`src/pia_pkg.sv`:
```
// constants shared by the priority interrupt arbiter
// What this block does
// - accept 82 sources; programmable ones get one of three levels by register field, or 00 to disable
// - within one level the lowest active source number wins
// - signal the core when a request of sufficient priority is pending, with address
// - normal vector address is vector base concatenated with the winning vector number
// - report current level code: 00 none, 01 level 0, 10 level 1, 11 level 2/3
// - two fast interrupts, each a match register and low/high address pair
// - level-2 winner matching a fast match register uses that pair's address
// - fast decision is made here and presented with the vector for the fetch
// - in wait or stop, any pending request raises the wake line to the integration unit
// - only sources enabled before entering wait or stop can wake the core
// - in wait and stop, external request A is low-level sensitive regardless of mode
// - in stop, only the CAN source and external A and B can request
// - after reset the initial fetch address is driven onto the core address
// - all configuration and status registers are reached over the register bus
// - priority fields reset to 00 (disabled); 01/10/11 select levels 1/2/3
// - low-range sources map 01/10/11 to levels 0/1/2; 00 disables
// - reserved priority bits read zero and ignore writes
package pia_pkg;
	localparam int NUM_SRC = 82;
	localparam int FIXED_SRC = 2;
	localparam int NUM_PRIO_REGS = 10;
	localparam int FIELDS_PER_REG = 8;
	localparam int NUM_FIELDS = NUM_PRIO_REGS * FIELDS_PER_REG;
	localparam int NUM_PEND_REGS = 6;
	localparam int REG_W = 16;
	localparam int VEC_W = 7;
	localparam int VBA_W = 14;
	localparam int FVH_W = 5;
	localparam int ADDR_W = 21;
	localparam int IDX_W = 6;
	// register indices; byte address is four times the index
	localparam logic [IDX_W-1:0] IDX_PRIO0 = 6'h00;
	localparam logic [IDX_W-1:0] IDX_VBASE = 6'h0a;
	localparam logic [IDX_W-1:0] IDX_FM0 = 6'h0b;
	localparam logic [IDX_W-1:0] IDX_FVL0 = 6'h0c;
	localparam logic [IDX_W-1:0] IDX_FVH0 = 6'h0d;
	localparam logic [IDX_W-1:0] IDX_FM1 = 6'h0e;
	localparam logic [IDX_W-1:0] IDX_FVL1 = 6'h0f;
	localparam logic [IDX_W-1:0] IDX_FVH1 = 6'h10;
	localparam logic [IDX_W-1:0] IDX_PEND0 = 6'h11;
	localparam logic [IDX_W-1:0] IDX_CTRL = 6'h1d;
	// control register fields
	localparam int CTRL_EDGE = 0;
	localparam int CTRL_CLR = 2;
	localparam int CTRL_LVL = 4;
	localparam int CTRL_PEND = 6;
	localparam int CTRL_INT = 8;
	localparam logic [1:0] CTRL_RW_MASK = 2'h3;
	// priority field and level codes
	localparam logic [1:0] FIELD_OFF = 2'h0;
	localparam logic [1:0] FIXED_LEVEL = 2'h3;
	localparam logic [1:0] FAST_LEVEL = 2'h2;
	localparam logic [1:0] CODE_NONE = 2'h0;
	localparam logic [1:0] CODE_L0 = 2'h1;
	localparam logic [1:0] CODE_L1 = 2'h2;
	localparam logic [1:0] CODE_HIGH = 2'h3;
	// reset values
	localparam logic [VBA_W-1:0] VBASE_RST = 14'h0000;
	localparam logic [VEC_W-1:0] FM_RST = 7'h00;
	localparam logic [REG_W-1:0] FVL_RST = 16'h0000;
	localparam logic [FVH_W-1:0] FVH_RST = 5'h00;
endpackage : pia_pkg

```
`src/pia_level_encoder.sv`:
```
// lowest-index priority encoder for one interrupt level
`timescale 1ns/100ps
module pia_level_encoder #(
	parameter int N = 82,
	parameter int W = 7
) (
	input wire logic [N-1:0] req,
	output logic valid,
	output logic [W-1:0] index
);
	always_comb begin
		valid = 1'b0;
		index = '0;
		// scan downward so the lowest active number is the last one written
		for (int i = N - 1; i >= 0; i--) begin
			if (req[i]) begin
				valid = 1'b1;
				index = W'(i);
			end
		end
	end
endmodule : pia_level_encoder

```
`src/pia_arbiter.sv`:
```
// priority interrupt arbiter with avalon register slave
//
// The register addresses and the Avalon-MM slave port were decided locally.
`timescale 1ns/100ps
module pia_arbiter #(
	parameter logic [pia_pkg::ADDR_W-1:0] RESET_ADDR = 21'h000000,
	parameter int EXT_A_SRC = 8,
	parameter int EXT_B_SRC = 9,
	parameter int CAN_SRC = 10,
	parameter logic [pia_pkg::NUM_FIELDS-1:0] LOW_RANGE = 80'h0000_0000_0000_0000_ff00,
	parameter logic [pia_pkg::NUM_FIELDS-1:0] FIELD_IMPL = {80{1'b1}}
) (
	input wire logic sys_clk,
	input wire logic resetn,
	input wire logic [7:0] avs_address,
	input wire logic avs_read,
	input wire logic avs_write,
	input wire logic [31:0] avs_writedata,
	input wire logic [3:0] avs_byteenable,
	output logic [31:0] avs_readdata,
	output logic avs_waitrequest,
	input wire logic [pia_pkg::NUM_SRC-1:0] irqSrc,
	input wire logic extReqAN,
	input wire logic extReqBN,
	input wire logic waitMode,
	input wire logic stopMode,
	input wire logic [1:0] coreMaskBits,
	output logic intRequest,
	output logic [1:0] currentLevelCode,
	output logic [pia_pkg::ADDR_W-1:0] vectorAddr,
	output logic fastInt,
	output logic initFetch,
	output logic wakeRequest
);
	localparam int NS = pia_pkg::NUM_SRC;
	localparam int VW = pia_pkg::VEC_W;

	if (EXT_A_SRC < pia_pkg::FIXED_SRC || EXT_A_SRC >= NS || EXT_B_SRC < pia_pkg::FIXED_SRC
		|| EXT_B_SRC >= NS || CAN_SRC >= NS || EXT_A_SRC == EXT_B_SRC) begin : g_bad
		$error("pia_arbiter: source numbers out of range");
	end

	// field value to {enable, level}
	function automatic logic [2:0] fieldLevel(input logic [1:0] f, input logic lowRange);
		logic [1:0] lvl;
		lvl = lowRange ? 2'(f - 2'h1) : f;
		return {f != pia_pkg::FIELD_OFF, lvl};
	endfunction : fieldLevel

	logic [pia_pkg::REG_W-1:0] prio_reg [pia_pkg::NUM_PRIO_REGS];
	logic [pia_pkg::VBA_W-1:0] vbase_reg;
	logic [VW-1:0] fm_reg [2];
	logic [pia_pkg::REG_W-1:0] fvl_reg [2];
	logic [pia_pkg::FVH_W-1:0] fvh_reg [2];
	logic [1:0] edgeMode_reg;
	logic [1:0] extPend_reg;
	logic [1:0] extSync1_reg;
	logic [1:0] extSync2_reg;
	logic [1:0] extPrev_reg;
	logic [NS-1:0] enSnap_reg;
	logic avs_waitrequest_next;
	logic intRequest_next;
	logic [1:0] currentLevelCode_next;
	logic [pia_pkg::ADDR_W-1:0] vectorAddr_next;
	logic fastInt_next;

	logic [NS-1:0] enNow;
	logic [NS-1:0] reqEff;
	logic [NS-1:0] active;
	logic [1:0] srcLevel [NS];
	logic [NS-1:0] lvlVec [4];
	logic [3:0] lvlValid;
	logic [VW-1:0] lvlIdx [4];
	logic winValid;
	logic [1:0] winLevel;
	logic [VW-1:0] winIdx;
	logic [1:0] fastHit;
	logic lowPower;
	logic [1:0] extReq;
	logic busWr;
	logic [pia_pkg::IDX_W-1:0] regIdx;

	assign lowPower = waitMode | stopMode;
	assign regIdx = avs_address[7:2];
	assign busWr = avs_write & ~avs_waitrequest & (avs_byteenable[1:0] == 2'h3);

	// external pins: two flops before any logic looks at them
	always_ff @(posedge sys_clk or negedge resetn) begin
		if (!resetn) begin
			extSync1_reg <= 2'h3;
			extSync2_reg <= 2'h3;
			extPrev_reg <= 2'h3;
		end else begin
			extSync1_reg <= {extReqBN, extReqAN};
			extSync2_reg <= extSync1_reg;
			extPrev_reg <= extSync2_reg;
		end
	end

	// edge latch: a new falling edge wins over a clear in the same cycle
	always_ff @(posedge sys_clk or negedge resetn) begin
		if (!resetn) begin
			extPend_reg <= 2'h0;
		end else begin
			for (int k = 0; k < 2; k++) begin
				extPend_reg[k] <= (extPrev_reg[k] & ~extSync2_reg[k])
					| (extPend_reg[k] & ~(busWr && regIdx == pia_pkg::IDX_CTRL
					&& avs_writedata[pia_pkg::CTRL_CLR + k]));
			end
		end
	end

	// low power forces level sensing since no clock edges can be seen there
	always_comb begin
		for (int k = 0; k < 2; k++) begin
			extReq[k] = (lowPower || !edgeMode_reg[k]) ? ~extSync2_reg[k] : extPend_reg[k];
		end
	end

	for (genvar s = 0; s < NS; s++) begin : g_src
		logic [2:0] decoded;
		logic raw;
		if (s < pia_pkg::FIXED_SRC) begin : g_fixed
			assign decoded = {1'b1, pia_pkg::FIXED_LEVEL};
		end else begin : g_prog
			localparam int F = s - pia_pkg::FIXED_SRC;
			assign decoded = fieldLevel(prio_reg[F / pia_pkg::FIELDS_PER_REG]
				[2 * (F % pia_pkg::FIELDS_PER_REG) +: 2], LOW_RANGE[F]);
		end
		if (s == EXT_A_SRC) begin : g_a
			assign raw = extReq[0];
		end else if (s == EXT_B_SRC) begin : g_b
			assign raw = extReq[1];
		end else begin : g_plain
			assign raw = irqSrc[s];
		end
		assign enNow[s] = decoded[2];
		assign srcLevel[s] = decoded[1:0];
		// clocked peripherals are silent in stop
		assign reqEff[s] = raw & (!stopMode || s == CAN_SRC || s == EXT_A_SRC
			|| s == EXT_B_SRC);
		assign active[s] = reqEff[s] & (lowPower ? enSnap_reg[s] : enNow[s]);
		for (genvar l = 0; l < 4; l++) begin : g_lvl
			assign lvlVec[l][s] = active[s] && srcLevel[s] == 2'(l);
		end
	end

	// the enable picture freezes on entry to wait or stop
	always_ff @(posedge sys_clk or negedge resetn) begin
		if (!resetn) begin
			enSnap_reg <= '0;
		end else if (!lowPower) begin
			enSnap_reg <= enNow;
		end
	end

	for (genvar l = 0; l < 4; l++) begin : g_enc
		pia_level_encoder #(.N(NS), .W(VW)) u_enc (
			.req(lvlVec[l]),
			.valid(lvlValid[l]),
			.index(lvlIdx[l])
		);
	end

	// highest level that the core mask still lets through
	always_comb begin
		winValid = 1'b0;
		winLevel = 2'h0;
		winIdx = '0;
		for (int l = 0; l < 4; l++) begin
			if (lvlValid[l] && 2'(l) >= coreMaskBits) begin
				winValid = 1'b1;
				winLevel = 2'(l);
				winIdx = lvlIdx[l];
			end
		end
		for (int k = 0; k < 2; k++) begin
			fastHit[k] = winValid && winLevel == pia_pkg::FAST_LEVEL && winIdx == fm_reg[k];
		end
	end

	always_comb begin
		intRequest_next = winValid;
		fastInt_next = |fastHit;
		case (winLevel)
			2'h0: currentLevelCode_next = pia_pkg::CODE_L0;
			2'h1: currentLevelCode_next = pia_pkg::CODE_L1;
			default: currentLevelCode_next = pia_pkg::CODE_HIGH;
		endcase
		if (!winValid) begin
			currentLevelCode_next = pia_pkg::CODE_NONE;
		end
		if (fastHit[0]) begin
			vectorAddr_next = {fvh_reg[0], fvl_reg[0]};
		end else if (fastHit[1]) begin
			vectorAddr_next = {fvh_reg[1], fvl_reg[1]};
		end else begin
			vectorAddr_next = {vbase_reg, winIdx};
		end
	end

	// outputs to the core are registered, so they lag the request by one clock
	always_ff @(posedge sys_clk or negedge resetn) begin
		if (!resetn) begin
			intRequest <= 1'b0;
			currentLevelCode <= pia_pkg::CODE_NONE;
			vectorAddr <= RESET_ADDR;
			fastInt <= 1'b0;
			initFetch <= 1'b1;
		end else begin
			initFetch <= 1'b0;
			intRequest <= intRequest_next;
			currentLevelCode <= currentLevelCode_next;
			vectorAddr <= vectorAddr_next;
			fastInt <= fastInt_next;
		end
	end

	always_ff @(posedge sys_clk or negedge resetn) begin
		if (!resetn) begin
			wakeRequest <= 1'b0;
		end else begin
			wakeRequest <= lowPower && |active;
		end
	end

	// one wait state: waitrequest idles high and drops for the cycle the access completes
	assign avs_waitrequest_next = !((avs_read || avs_write) && avs_waitrequest);
	always_ff @(posedge sys_clk or negedge resetn) begin
		if (!resetn) begin
			avs_waitrequest <= 1'b1;
		end else begin
			avs_waitrequest <= avs_waitrequest_next;
		end
	end

	// writes take effect on the completing edge; lanes 0 and 1 hold the 16-bit registers
	always_ff @(posedge sys_clk or negedge resetn) begin
		if (!resetn) begin
			for (int r = 0; r < pia_pkg::NUM_PRIO_REGS; r++) begin
				prio_reg[r] <= '0;
			end
			vbase_reg <= pia_pkg::VBASE_RST;
			fm_reg[0] <= pia_pkg::FM_RST;
			fm_reg[1] <= pia_pkg::FM_RST;
			fvl_reg[0] <= pia_pkg::FVL_RST;
			fvl_reg[1] <= pia_pkg::FVL_RST;
			fvh_reg[0] <= pia_pkg::FVH_RST;
			fvh_reg[1] <= pia_pkg::FVH_RST;
			edgeMode_reg <= 2'h0;
		end else if (busWr && avs_byteenable[1:0] == 2'h3) begin
			for (int r = 0; r < pia_pkg::NUM_PRIO_REGS; r++) begin
				if (regIdx == pia_pkg::IDX_PRIO0 + 6'(r)) begin
					for (int j = 0; j < pia_pkg::FIELDS_PER_REG; j++) begin
						if (FIELD_IMPL[r * pia_pkg::FIELDS_PER_REG + j]) begin
							prio_reg[r][2*j +: 2] <= avs_writedata[2*j +: 2];
						end
					end
				end
			end
			case (regIdx)
				pia_pkg::IDX_VBASE: vbase_reg <= avs_writedata[pia_pkg::VBA_W-1:0];
				pia_pkg::IDX_FM0: fm_reg[0] <= avs_writedata[VW-1:0];
				pia_pkg::IDX_FVL0: fvl_reg[0] <= avs_writedata[pia_pkg::REG_W-1:0];
				pia_pkg::IDX_FVH0: fvh_reg[0] <= avs_writedata[pia_pkg::FVH_W-1:0];
				pia_pkg::IDX_FM1: fm_reg[1] <= avs_writedata[VW-1:0];
				pia_pkg::IDX_FVL1: fvl_reg[1] <= avs_writedata[pia_pkg::REG_W-1:0];
				pia_pkg::IDX_FVH1: fvh_reg[1] <= avs_writedata[pia_pkg::FVH_W-1:0];
				pia_pkg::IDX_CTRL: edgeMode_reg <= avs_writedata[pia_pkg::CTRL_EDGE +: 2];
				default: ;
			endcase
		end
	end

	// read data is captured on the first cycle, while waitrequest is still high
	logic [pia_pkg::NUM_PEND_REGS*pia_pkg::REG_W-1:0] pendFlat;
	logic [31:0] rdMux;
	assign pendFlat = {{(pia_pkg::NUM_PEND_REGS * pia_pkg::REG_W - NS){1'b0}}, active};
	always_comb begin
		rdMux = 32'h0000_0000;
		if (regIdx < pia_pkg::IDX_PRIO0 + 6'(pia_pkg::NUM_PRIO_REGS)) begin
			rdMux[15:0] = prio_reg[4'(regIdx)];
		end else if (regIdx >= pia_pkg::IDX_PEND0
			&& regIdx < pia_pkg::IDX_PEND0 + 6'(pia_pkg::NUM_PEND_REGS)) begin
			rdMux[15:0] = pendFlat[16 * 32'(regIdx - pia_pkg::IDX_PEND0) +: 16];
		end else begin
			case (regIdx)
				pia_pkg::IDX_VBASE: rdMux[pia_pkg::VBA_W-1:0] = vbase_reg;
				pia_pkg::IDX_FM0: rdMux[VW-1:0] = fm_reg[0];
				pia_pkg::IDX_FVL0: rdMux[15:0] = fvl_reg[0];
				pia_pkg::IDX_FVH0: rdMux[pia_pkg::FVH_W-1:0] = fvh_reg[0];
				pia_pkg::IDX_FM1: rdMux[VW-1:0] = fm_reg[1];
				pia_pkg::IDX_FVL1: rdMux[15:0] = fvl_reg[1];
				pia_pkg::IDX_FVH1: rdMux[pia_pkg::FVH_W-1:0] = fvh_reg[1];
				pia_pkg::IDX_CTRL: begin
					rdMux[pia_pkg::CTRL_EDGE +: 2] = edgeMode_reg;
					rdMux[pia_pkg::CTRL_LVL +: 2] = currentLevelCode;
					rdMux[pia_pkg::CTRL_PEND +: 2] = extPend_reg;
					rdMux[pia_pkg::CTRL_INT] = intRequest;
				end
				default: ;
			endcase
		end
	end
	always_ff @(posedge sys_clk or negedge resetn) begin
		if (!resetn) begin
			avs_readdata <= 32'h0000_0000;
		end else if (avs_read && avs_waitrequest) begin
			avs_readdata <= rdMux;
		end
	end

	bus_wait_a: assert property (@(posedge sys_clk) disable iff (!resetn)
		(avs_read || avs_write) && avs_waitrequest |=> !avs_waitrequest)
		else $error("bus access not completed after one wait state");
	mask_gate_a: assert property (@(posedge sys_clk) disable iff (!resetn)
		intRequest |-> $past(winLevel) >= $past(coreMaskBits))
		else $error("request raised below core mask");
	base_concat_a: assert property (@(posedge sys_clk) disable iff (!resetn)
		intRequest && !fastInt |-> vectorAddr == {$past(vbase_reg), $past(winIdx)})
		else $error("normal vector is not base and vector number");
	fast_addr_a: assert property (@(posedge sys_clk) disable iff (!resetn)
		fastHit[0] |=> fastInt && vectorAddr == {$past(fvh_reg[0]), $past(fvl_reg[0])})
		else $error("fast match zero address not used");
	no_fast_a: assert property (@(posedge sys_clk) disable iff (!resetn)
		winValid && winLevel != pia_pkg::FAST_LEVEL |=> !fastInt)
		else $error("fast flag raised for a level other than two");
	lowest_wins_a: assert property (@(posedge sys_clk) disable iff (!resetn)
		winValid |-> lvlVec[winLevel][winIdx] && (lvlVec[winLevel] & ((82'h1 << winIdx) - 82'h1)) == '0)
		else $error("winner is not the lowest active source");
	level_code_a: assert property (@(posedge sys_clk) disable iff (!resetn)
		!intRequest |-> currentLevelCode == pia_pkg::CODE_NONE)
		else $error("level code reported without a request");
	wake_a: assert property (@(posedge sys_clk) disable iff (!resetn)
		lowPower && |active |=> wakeRequest)
		else $error("pending request in low power did not wake");
	stop_quiet_a: assert property (@(posedge sys_clk) disable iff (!resetn)
		stopMode && irqSrc[CAN_SRC] == 1'b0 && extSync2_reg == 2'h3 |-> !(|active))
		else $error("source active in stop without a wake source");
	init_fetch_a: assert property (@(posedge sys_clk) disable iff (!resetn)
		initFetch |-> vectorAddr == RESET_ADDR ##1 !initFetch)
		else $error("initial fetch address not presented after reset");
endmodule : pia_arbiter

```
`config.mk`:
```
export PLATFORM = sky130hd
export DESIGN_NAME = pia_arbiter
export DESIGN_NICKNAME = d
export VERILOG_FILES = /design/src/pia_pkg.sv /design/src/pia_level_encoder.sv /design/src/pia_arbiter.sv
export SDC_FILE = /design/constraint.sdc
export NUM_CORES = 1
export LEC_CHECK = 0
export BUFFER_PORTS_ARGS = -buffer_cell sky130_fd_sc_hd__buf_2
export CORE_ASPECT_RATIO = 2
export CORE_MARGIN = 1
export CORE_UTILIZATION = 30
export DETAILED_ROUTE_END_ITERATION = 8
export GPL_TIMING_DRIVEN = 0
export PLACE_DENSITY = 0.54
export SLEW_MARGIN = 20
export SYNTH_ARGS = -nofsm -noshare
export SYNTH_HDL_FRONTEND = slang
export SYNTH_SLANG_ARGS = --single-unit
```
`constraint.sdc`:
```
create_clock -name sys_clk -period 10.9 [get_ports sys_clk]
set_input_delay 1.09 -clock sys_clk [delete_from_list [all_inputs] [get_ports sys_clk]]
set_output_delay 1.09 -clock sys_clk [all_outputs]
set_load 0.005 [all_outputs]
```
==> summary.txt, run 1 <==
routability cong.: 1.08
Final HPWL DP: 155,000 µm
Adder-Cell Fraction of Synth Area: 0.228%
Vias/cell: 6.49
Std-Cell Rows: 156
Worst setup SP type: input pin
Post-CTS Hold Buffers: 0
Syn Inst Count: 3,010
final worst setup slack: 2.96 ns
synthesized cell area: 0.0275 mm²
die extent in x: 216 µm
# H-tree levels: 2
Synth Area in XOR/XNOR: 0.223%
Max-cap violations: 0
R2R depth: 13
buffer count from post-CTS setup fixing: 0
die area: 0.0928 mm²
reg2reg start: enSnap_reg[51]
CTS tree: built
CTS clk-pin slew, worst paths: 0.06 ns
maximum vdd drop: 0.102 mV
total number of vias: 29,100
Area growth syn-to-layout: 16.6%
hold_ws: 0.358 ns
biggest area consumer among synthesized cells: dfrtp_1
core area: 0.0906 mm²
reg-to-reg slack, setup: 4.71 ns
Cell Area, Placed: 0.0305 mm²
clock root buffer: clkbuf_16
Fmax achieved: 0.126 GHz
drt first-iter violations: 3,145
Synth Flop Type: dfrtp_1
total CTS buffers: 40
YS warnings: 0
Final setup viols: 0
post-detailed-route count of antenna-violating nets: 0
setup TNS: 0 ns
Final period util: 72.9%
DRT Pass-1 Iters: 7
Seq/Total Area, Yosys: 33.3%
setup slack at placement: 2.74 ns
Synth top area share: 32.5%
fin area: 0.0320 mm²
run status: finished, final reports clean
DRC violations left: 0
Overflow after GRT: 0
Critical Path RT: 11.41 ns
vias in the first global route: 28,400
initial antenna violation count: 18
Endpoint, Worst Hold: extSync2_reg[1]
Post-synth EDFFs: 0
max reg flops: 144
dominant cells by area after synthesis: dfrtp_1 (33%), mux2_2 (9.6%), nand2_1 (5.1%), o21ai_0 (3.8%), mux4_2 (2.9%)
Hold Crit Start: extSync1_reg[1]
CP endpoint kind: flop
post-DR wirelength/cell: 42.7 µm
Resize count post-CTS: 0
Slew @ Worst Pin: 1.36 ns
PortBufs: 157
largest fanout on the critical path: 10
FF-to-FF End: vectorAddr[0]
Layout Nets: 3,398
type of the worst setup path: in2reg
Setup Skew: 0.0243 ns
fin util: 35.3%
# IOs: 196
mux share of post-synthesis cell area: 16.1%
Simple-Gate Fraction of Synth Area: 31.7%
P_leak: 14.1 nW
Clock Latency Late Sink: 0.64 ns
Synth Register Bits: 365
relative max-transition margin: 9.32%
Distinct cells, synth: 103
Initial Util: 30.3%
Tightest Hold Check Type: reg2reg
largest net degree at the start of global routing: 95
fin crit period: 7.94 ns
Pwr Density: 119 mW/mm²
syn avg cell area: 9.13 µm²
max-slew violations: 0
largest family of logic cells by synthesized area: simple AND/OR/NAND/NOR gates
WL final: 192,000 µm
Hold Violations, Final: 0
WP data arrival: 8.45 ns
Longest Clk Path Bufs: 3
Hold Path Depth: 0
RSZ-0062 raised after global routing: no
fraction of registers with async set/reset: 100%
die height: 430 µm
CTS sink cnt: 365
Synth Area in Compound Gates: 15.3%
GRT Util Overall: 40.7%
first-pass GRT wire length: 252,000 µm
layout cells sized above 1: 22.8%
-- layout make-up --
cell class | instances | area (µm²)
Tap cell | 1185 | 1480
Timing Repair Buffer | 189 | 1270
Sequential cell | 365 | 9140
Antenna cell | 12 | 30.0
Multi-Input combinational cell | 2473 | 17800
Clock buffer | 54 | 1090
Clock inverter | 20 | 288
Inverter | 29 | 109
Fill cell | 9595 | 58600
Buffer | 159 | 805
-- metal layers --
layer	global-route usage, %	vias up	share of wire [%]
li1	-	12100	-
met1	40.5	14500	33
met2	67.3	1765	47
met3	7.66	690	6.8
met4	45.7	8	14
met5	0	-	0.027
-- synthesized netlist by cell type, drive strengths merged, types with 56 or more instances --
master  instances
o21ai         214
clkbuf        106
nand4          89
nor3           75
nand4b         77
nand2b        116
nor2          157
dfrtp         357
nand3          75
mux2          272
nand2         372
nor2b         108
a21oi          85
nor4bb         56
nor4b          74
-- per-stage QoR --
step | power [mW] | std cells
after global placement | 2.23 | 4368
final | 3.80 | 4486
after floorplan | 1.83 | 3026
after CTS | 3.77 | 4470
after detailed placement | 2.26 | 4396
after global routing | 3.86 | 4475
-- logic make-up after synthesis --
group / after synthesis
flip-flops: 365
other: 1
multiplexers: 351
AO/OA/AOI/OAI: 630
AND/OR/NAND/NOR: 1463
buffers and inverters: 188
adder cells (fa/ha/maj): 5
XOR/XNOR: 7
-- critical path: stages --
cell	delay [ns]
buf_2	0.24
buf_4	0.29
buf_4	0.35
nor2b_1	0.17
clkbuf_1	0.45
buf_2	0.46
clkbuf_1	0.91
clkbuf_1	0.78
o21ai_0	0.20
nand2_1	0.13
a21o_1	0.09
o211ai_1	0.17
a211oi_2	0.76
o21ai_0	0.36
a21o_1	0.26
a211oi_1	0.33
nor2_1	0.14
xnor2_1	0.20
o2111ai_1	0.20
buf_2	0.44
mux2_2	0.38
-- where the power goes --
| group | internal, mW | switching, mW |
|---|---|---|
| logic | 0.234 | 0.552 |
| clock network | 0.837 | 0.688 |
| registers | 1.41 | 0.0753 |
| total | 2.48 | 1.32 |
-- placed cells by master (no fill, tap or decap), drive strengths merged, types with 50 or more instances in the layout --
cell	Yosys	final
nand4	89	89
buf	53	241
nand2b	116	116
nor4bb	56	56
nand3	75	75
nand2	372	372
nor2	157	157
o21ai	214	214
nor4b	74	74
nand4b	77	77
nor2b	108	108
clkbuf	106	161
mux2	272	272
nor4	51	51
nor3	75	75
a21oi	85	85
a211oi	50	50
dfrtp	357	357
-- worst max-delay path by stage --
stage | end | slack, ns | from | depth (start not counted)
floorplan | vectorAddr[10] | 5.78 | stopMode | 16
global placement | fvh_reg[6] | 0.79 | resetn | 1
detailed placement | vectorAddr[2] | 2.74 | waitMode | 20
CTS | vectorAddr[10] | 3.35 | waitMode | 21
global route | vectorAddr[19] | 3.06 | waitMode | 21
finish | vectorAddr[10] | 2.96 | waitMode | 21
No activity file was read; power rests on OpenSTA's default activity.
==> run 2, diff against run 1 <==
- ABC_AREA: default -> 1
- PLACE_DENSITY: 0.54 -> 0.56
- clock period: 10.9 -> 6.6 ns (I/O delays scaled with it)
==> run 2 against run 1 <==
Compared with the run above: the flow now finishes with violations (negative setup slack); synthesized cell count increased by 18%; via count decreased by 6.3%; synthesized area shrank 14%; design area decreased by 9.3%; utilization is 1.9 points higher; die area down 14%; setup slack got worse by 3.1 ns; combinational power increased by 76%; highest routed layer unchanged.
==> summary.txt, run 2 <==
Post-synth EDFFs: 0
layout cells sized above 1: 15.5%
Design Power: 6.33 mW
Worst setup SP type: input pin
WP data arrival: 7.23 ns
drt first-iter violations: 2,338
Distinct cells, synth: 57
fin crit period: 6.72 ns
syn avg cell area: 6.67 µm²
first-pass GRT wire length: 196,000 µm
Synth top area share: 37.8%
Critical Path Max Stage Delay: 0.28 ns
WL final: 142,000 µm
clock root buffer: clkbuf_16
commonest non-fill, non-tap cell in the layout: nand2_1
YS warnings: 0
GRT Util Overall: 35.0%
Slew @ Worst Pin: 0.971 ns
Crit path top cell by count: buf_6
Final setup viols: 20
CTS sink cnt: 365
failing checks: negative setup slack
Initial Util: 30.3%
# H-tree levels: 2
final worst setup slack: -0.119 ns
Tightest Hold Check Type: in2reg
CTS clk-pin slew, worst paths: 0.07 ns
routability cong.: 1.05
Buffers & Inverters on Critical Path: 22
largest net degree at the start of global routing: 92
Pwr Density: 218 mW/mm²
fraction of registers with async set/reset: 100%
total CTS buffers: 39
die extent in x: 201 µm
setup TNS: -1.52 ns
commonest cells after routing, fill and taps aside: nand2_1 (992), o21ai_0 (365), nand3_1 (360)
Hold Violations, Final: 0
Layout Nets: 3,965
Final HPWL DP: 115,000 µm
CP endpoint kind: flop
Overflow after GRT: 0
Fillers: 8,625
Vias/cell: 5.57
area of the multi-input gates: 0.0132 mm²
largest fanout on the critical path: 10
CP delay by family, top: buffers and inverters
total number of vias: 27,300
setup slack at placement: -2.34 ns
most common cell in the synthesized netlist: nand2_1
synth cell count leaders: nand2_1 (1,055), nand3_1 (420), o21ai_0 (366)
CTS tree: built
run status: finished with violations
DRC violations left: 0
Setup Skew: 0.0227 ns
Critical Path RT: 7.11 ns
die area: 0.0801 mm²
Synth Flop Type: dfrtp_1
Area growth syn-to-layout: 22.7%
hold_ws: 0.169 ns
P_leak: 14.3 nW
dominant cells by area after synthesis: dfrtp_1 (38%), nand2_1 (17%), nand3_1 (8.9%), o21ai_0 (7.7%), inv_1 (5.4%)
Max-cap violations: 0
Synth Register Bits: 365
synthesized cell area: 0.0237 mm²
vias in the first global route: 26,900
initial antenna violation count: 7
post-DR wirelength/cell: 29.0 µm
Syn Inst Count: 3,549
Seq/Total Area, Yosys: 38.6%
Reg area: 0.00916 mm²
RSZ-0062 raised after global routing: yes
Final period util: 102%
maximum vdd drop: 0.189 mV
post-detailed-route count of antenna-violating nets: 0
max-slew violations: 0
max reg flops: 144
# IOs: 196
Std-Cell Rows: 145
PortBufs: 156
DRT Pass-1 Iters: 8
Longest Clk Path Bufs: 3
Fmax achieved: 0.149 GHz
relative max-transition margin: 34.4%
Crit-path slowest cell: nor4_4
biggest area consumer among synthesized cells: dfrtp_1
Clock Latency Late Sink: 0.60 ns
die height: 399 µm
core area: 0.0780 mm²
type of the worst setup path: in2reg
## run 2: cell count changes after synthesis, moves of 70 or more
| cell | delta |
|---|---|
| a31oi_1 | +76 |
| nand2_1 | +683 |
| nand4b_1 | -77 |
| mux2_2 | -235 |
| nor2b_1 | -108 |
| nand2b_1 | -115 |
| inv_1 | +312 |
| nand3_1 | +345 |
| nor4b_1 | -70 |
| o21ai_0 | +155 |
| nor2_1 | +181 |
## run 2: where the power goes
group	total [mW]	switching (mW)	internal [mW]	leakage (nW)
clock network	2.50	1.12	1.37	0.672
registers	2.45	0.0941	2.36	4.84
logic	1.38	0.980	0.403	8.75
## run 2: routing by layer
layer	vias to the layer above	GRT usage [%]	part of all wire, %
met5	-	0	0.020
met1	13000	34.7	33
met2	1350	60.8	48
met4	4	36.6	12
met3	555	5.14	5.8
li1	12400	-	-
## run 2: logic make-up after synthesis
kind of cell	after synthesis	synth area share, %
XOR/XNOR	9	0.333
AND/OR/NAND/NOR	1954	34.8
adder cells (fa/ha/maj)	5	0.264
buffers and inverters	532	9.33
flip-flops	365	38.6
AO/OA/AOI/OAI	683	16.6
other	1	0.0158
## run 2: final cells by class
cell class,instances,share of cell area (%)
Sequential cell,365,31.5
Buffer,165,3.37
Timing Repair Buffer,218,5.44
Antenna cell,9,0.0776
Clock buffer,46,3.66
Multi-Input combinational cell,2668,45.6
Inverter,367,4.80
Tap cell,1029,4.43
Clock inverter,26,1.07
## run 2: worst paths after layout
path	cells after the start	from	endpoint	slack, ns
setup / recovery	44	stopMode	vectorAddr[4]	-0.12
hold / removal	1	extReqAN	extSync1_reg[0]	0.17
setup reg to reg	55	g_src[74].decoded[1]	vectorAddr[4]	-0.09
hold reg to reg	0	extSync1_reg[1]	extSync2_reg[1]	0.36
max in group asynchronous	5	resetn	g_src[19].decoded[0]	4.37
min in group asynchronous	2	resetn	g_src[72].decoded[0]	0.56
## run 2: what timing repair did
item                                   in CTS  in global routing
gates cloned                                2                  2
pin swaps                                  20                 54
endpoints found under the hold margin      40                  0
hold buffers                                1                  0
buffers inserted                           23                 21
resized for setup                         150                127
setup endpoints to repair                  22                 22
## run 2: worst reg2reg max path: cells and delay by family (launching register included)
family	cells	cell delay, ns
and+or+nand+nor	41	3.93
buffers and inverters	7	1.15
AOI/OAI and AO/OA	6	0.85
DFF	1	0.52
xor gates and xnor gates	1	0.19
## run 2: per-stage QoR
step | area [µm²] | std cells | utilization, %
6_report | 29000 | 4893 | 37.2
3_3_place_gp | 25800 | 4750 | 33.1
3_5_place_dp | 26100 | 4763 | 33.5
4_1_cts | 28300 | 4861 | 36.3
2_1_floorplan | 23700 | 3565 | -
5_1_grt | 29000 | 4884 | 37.2
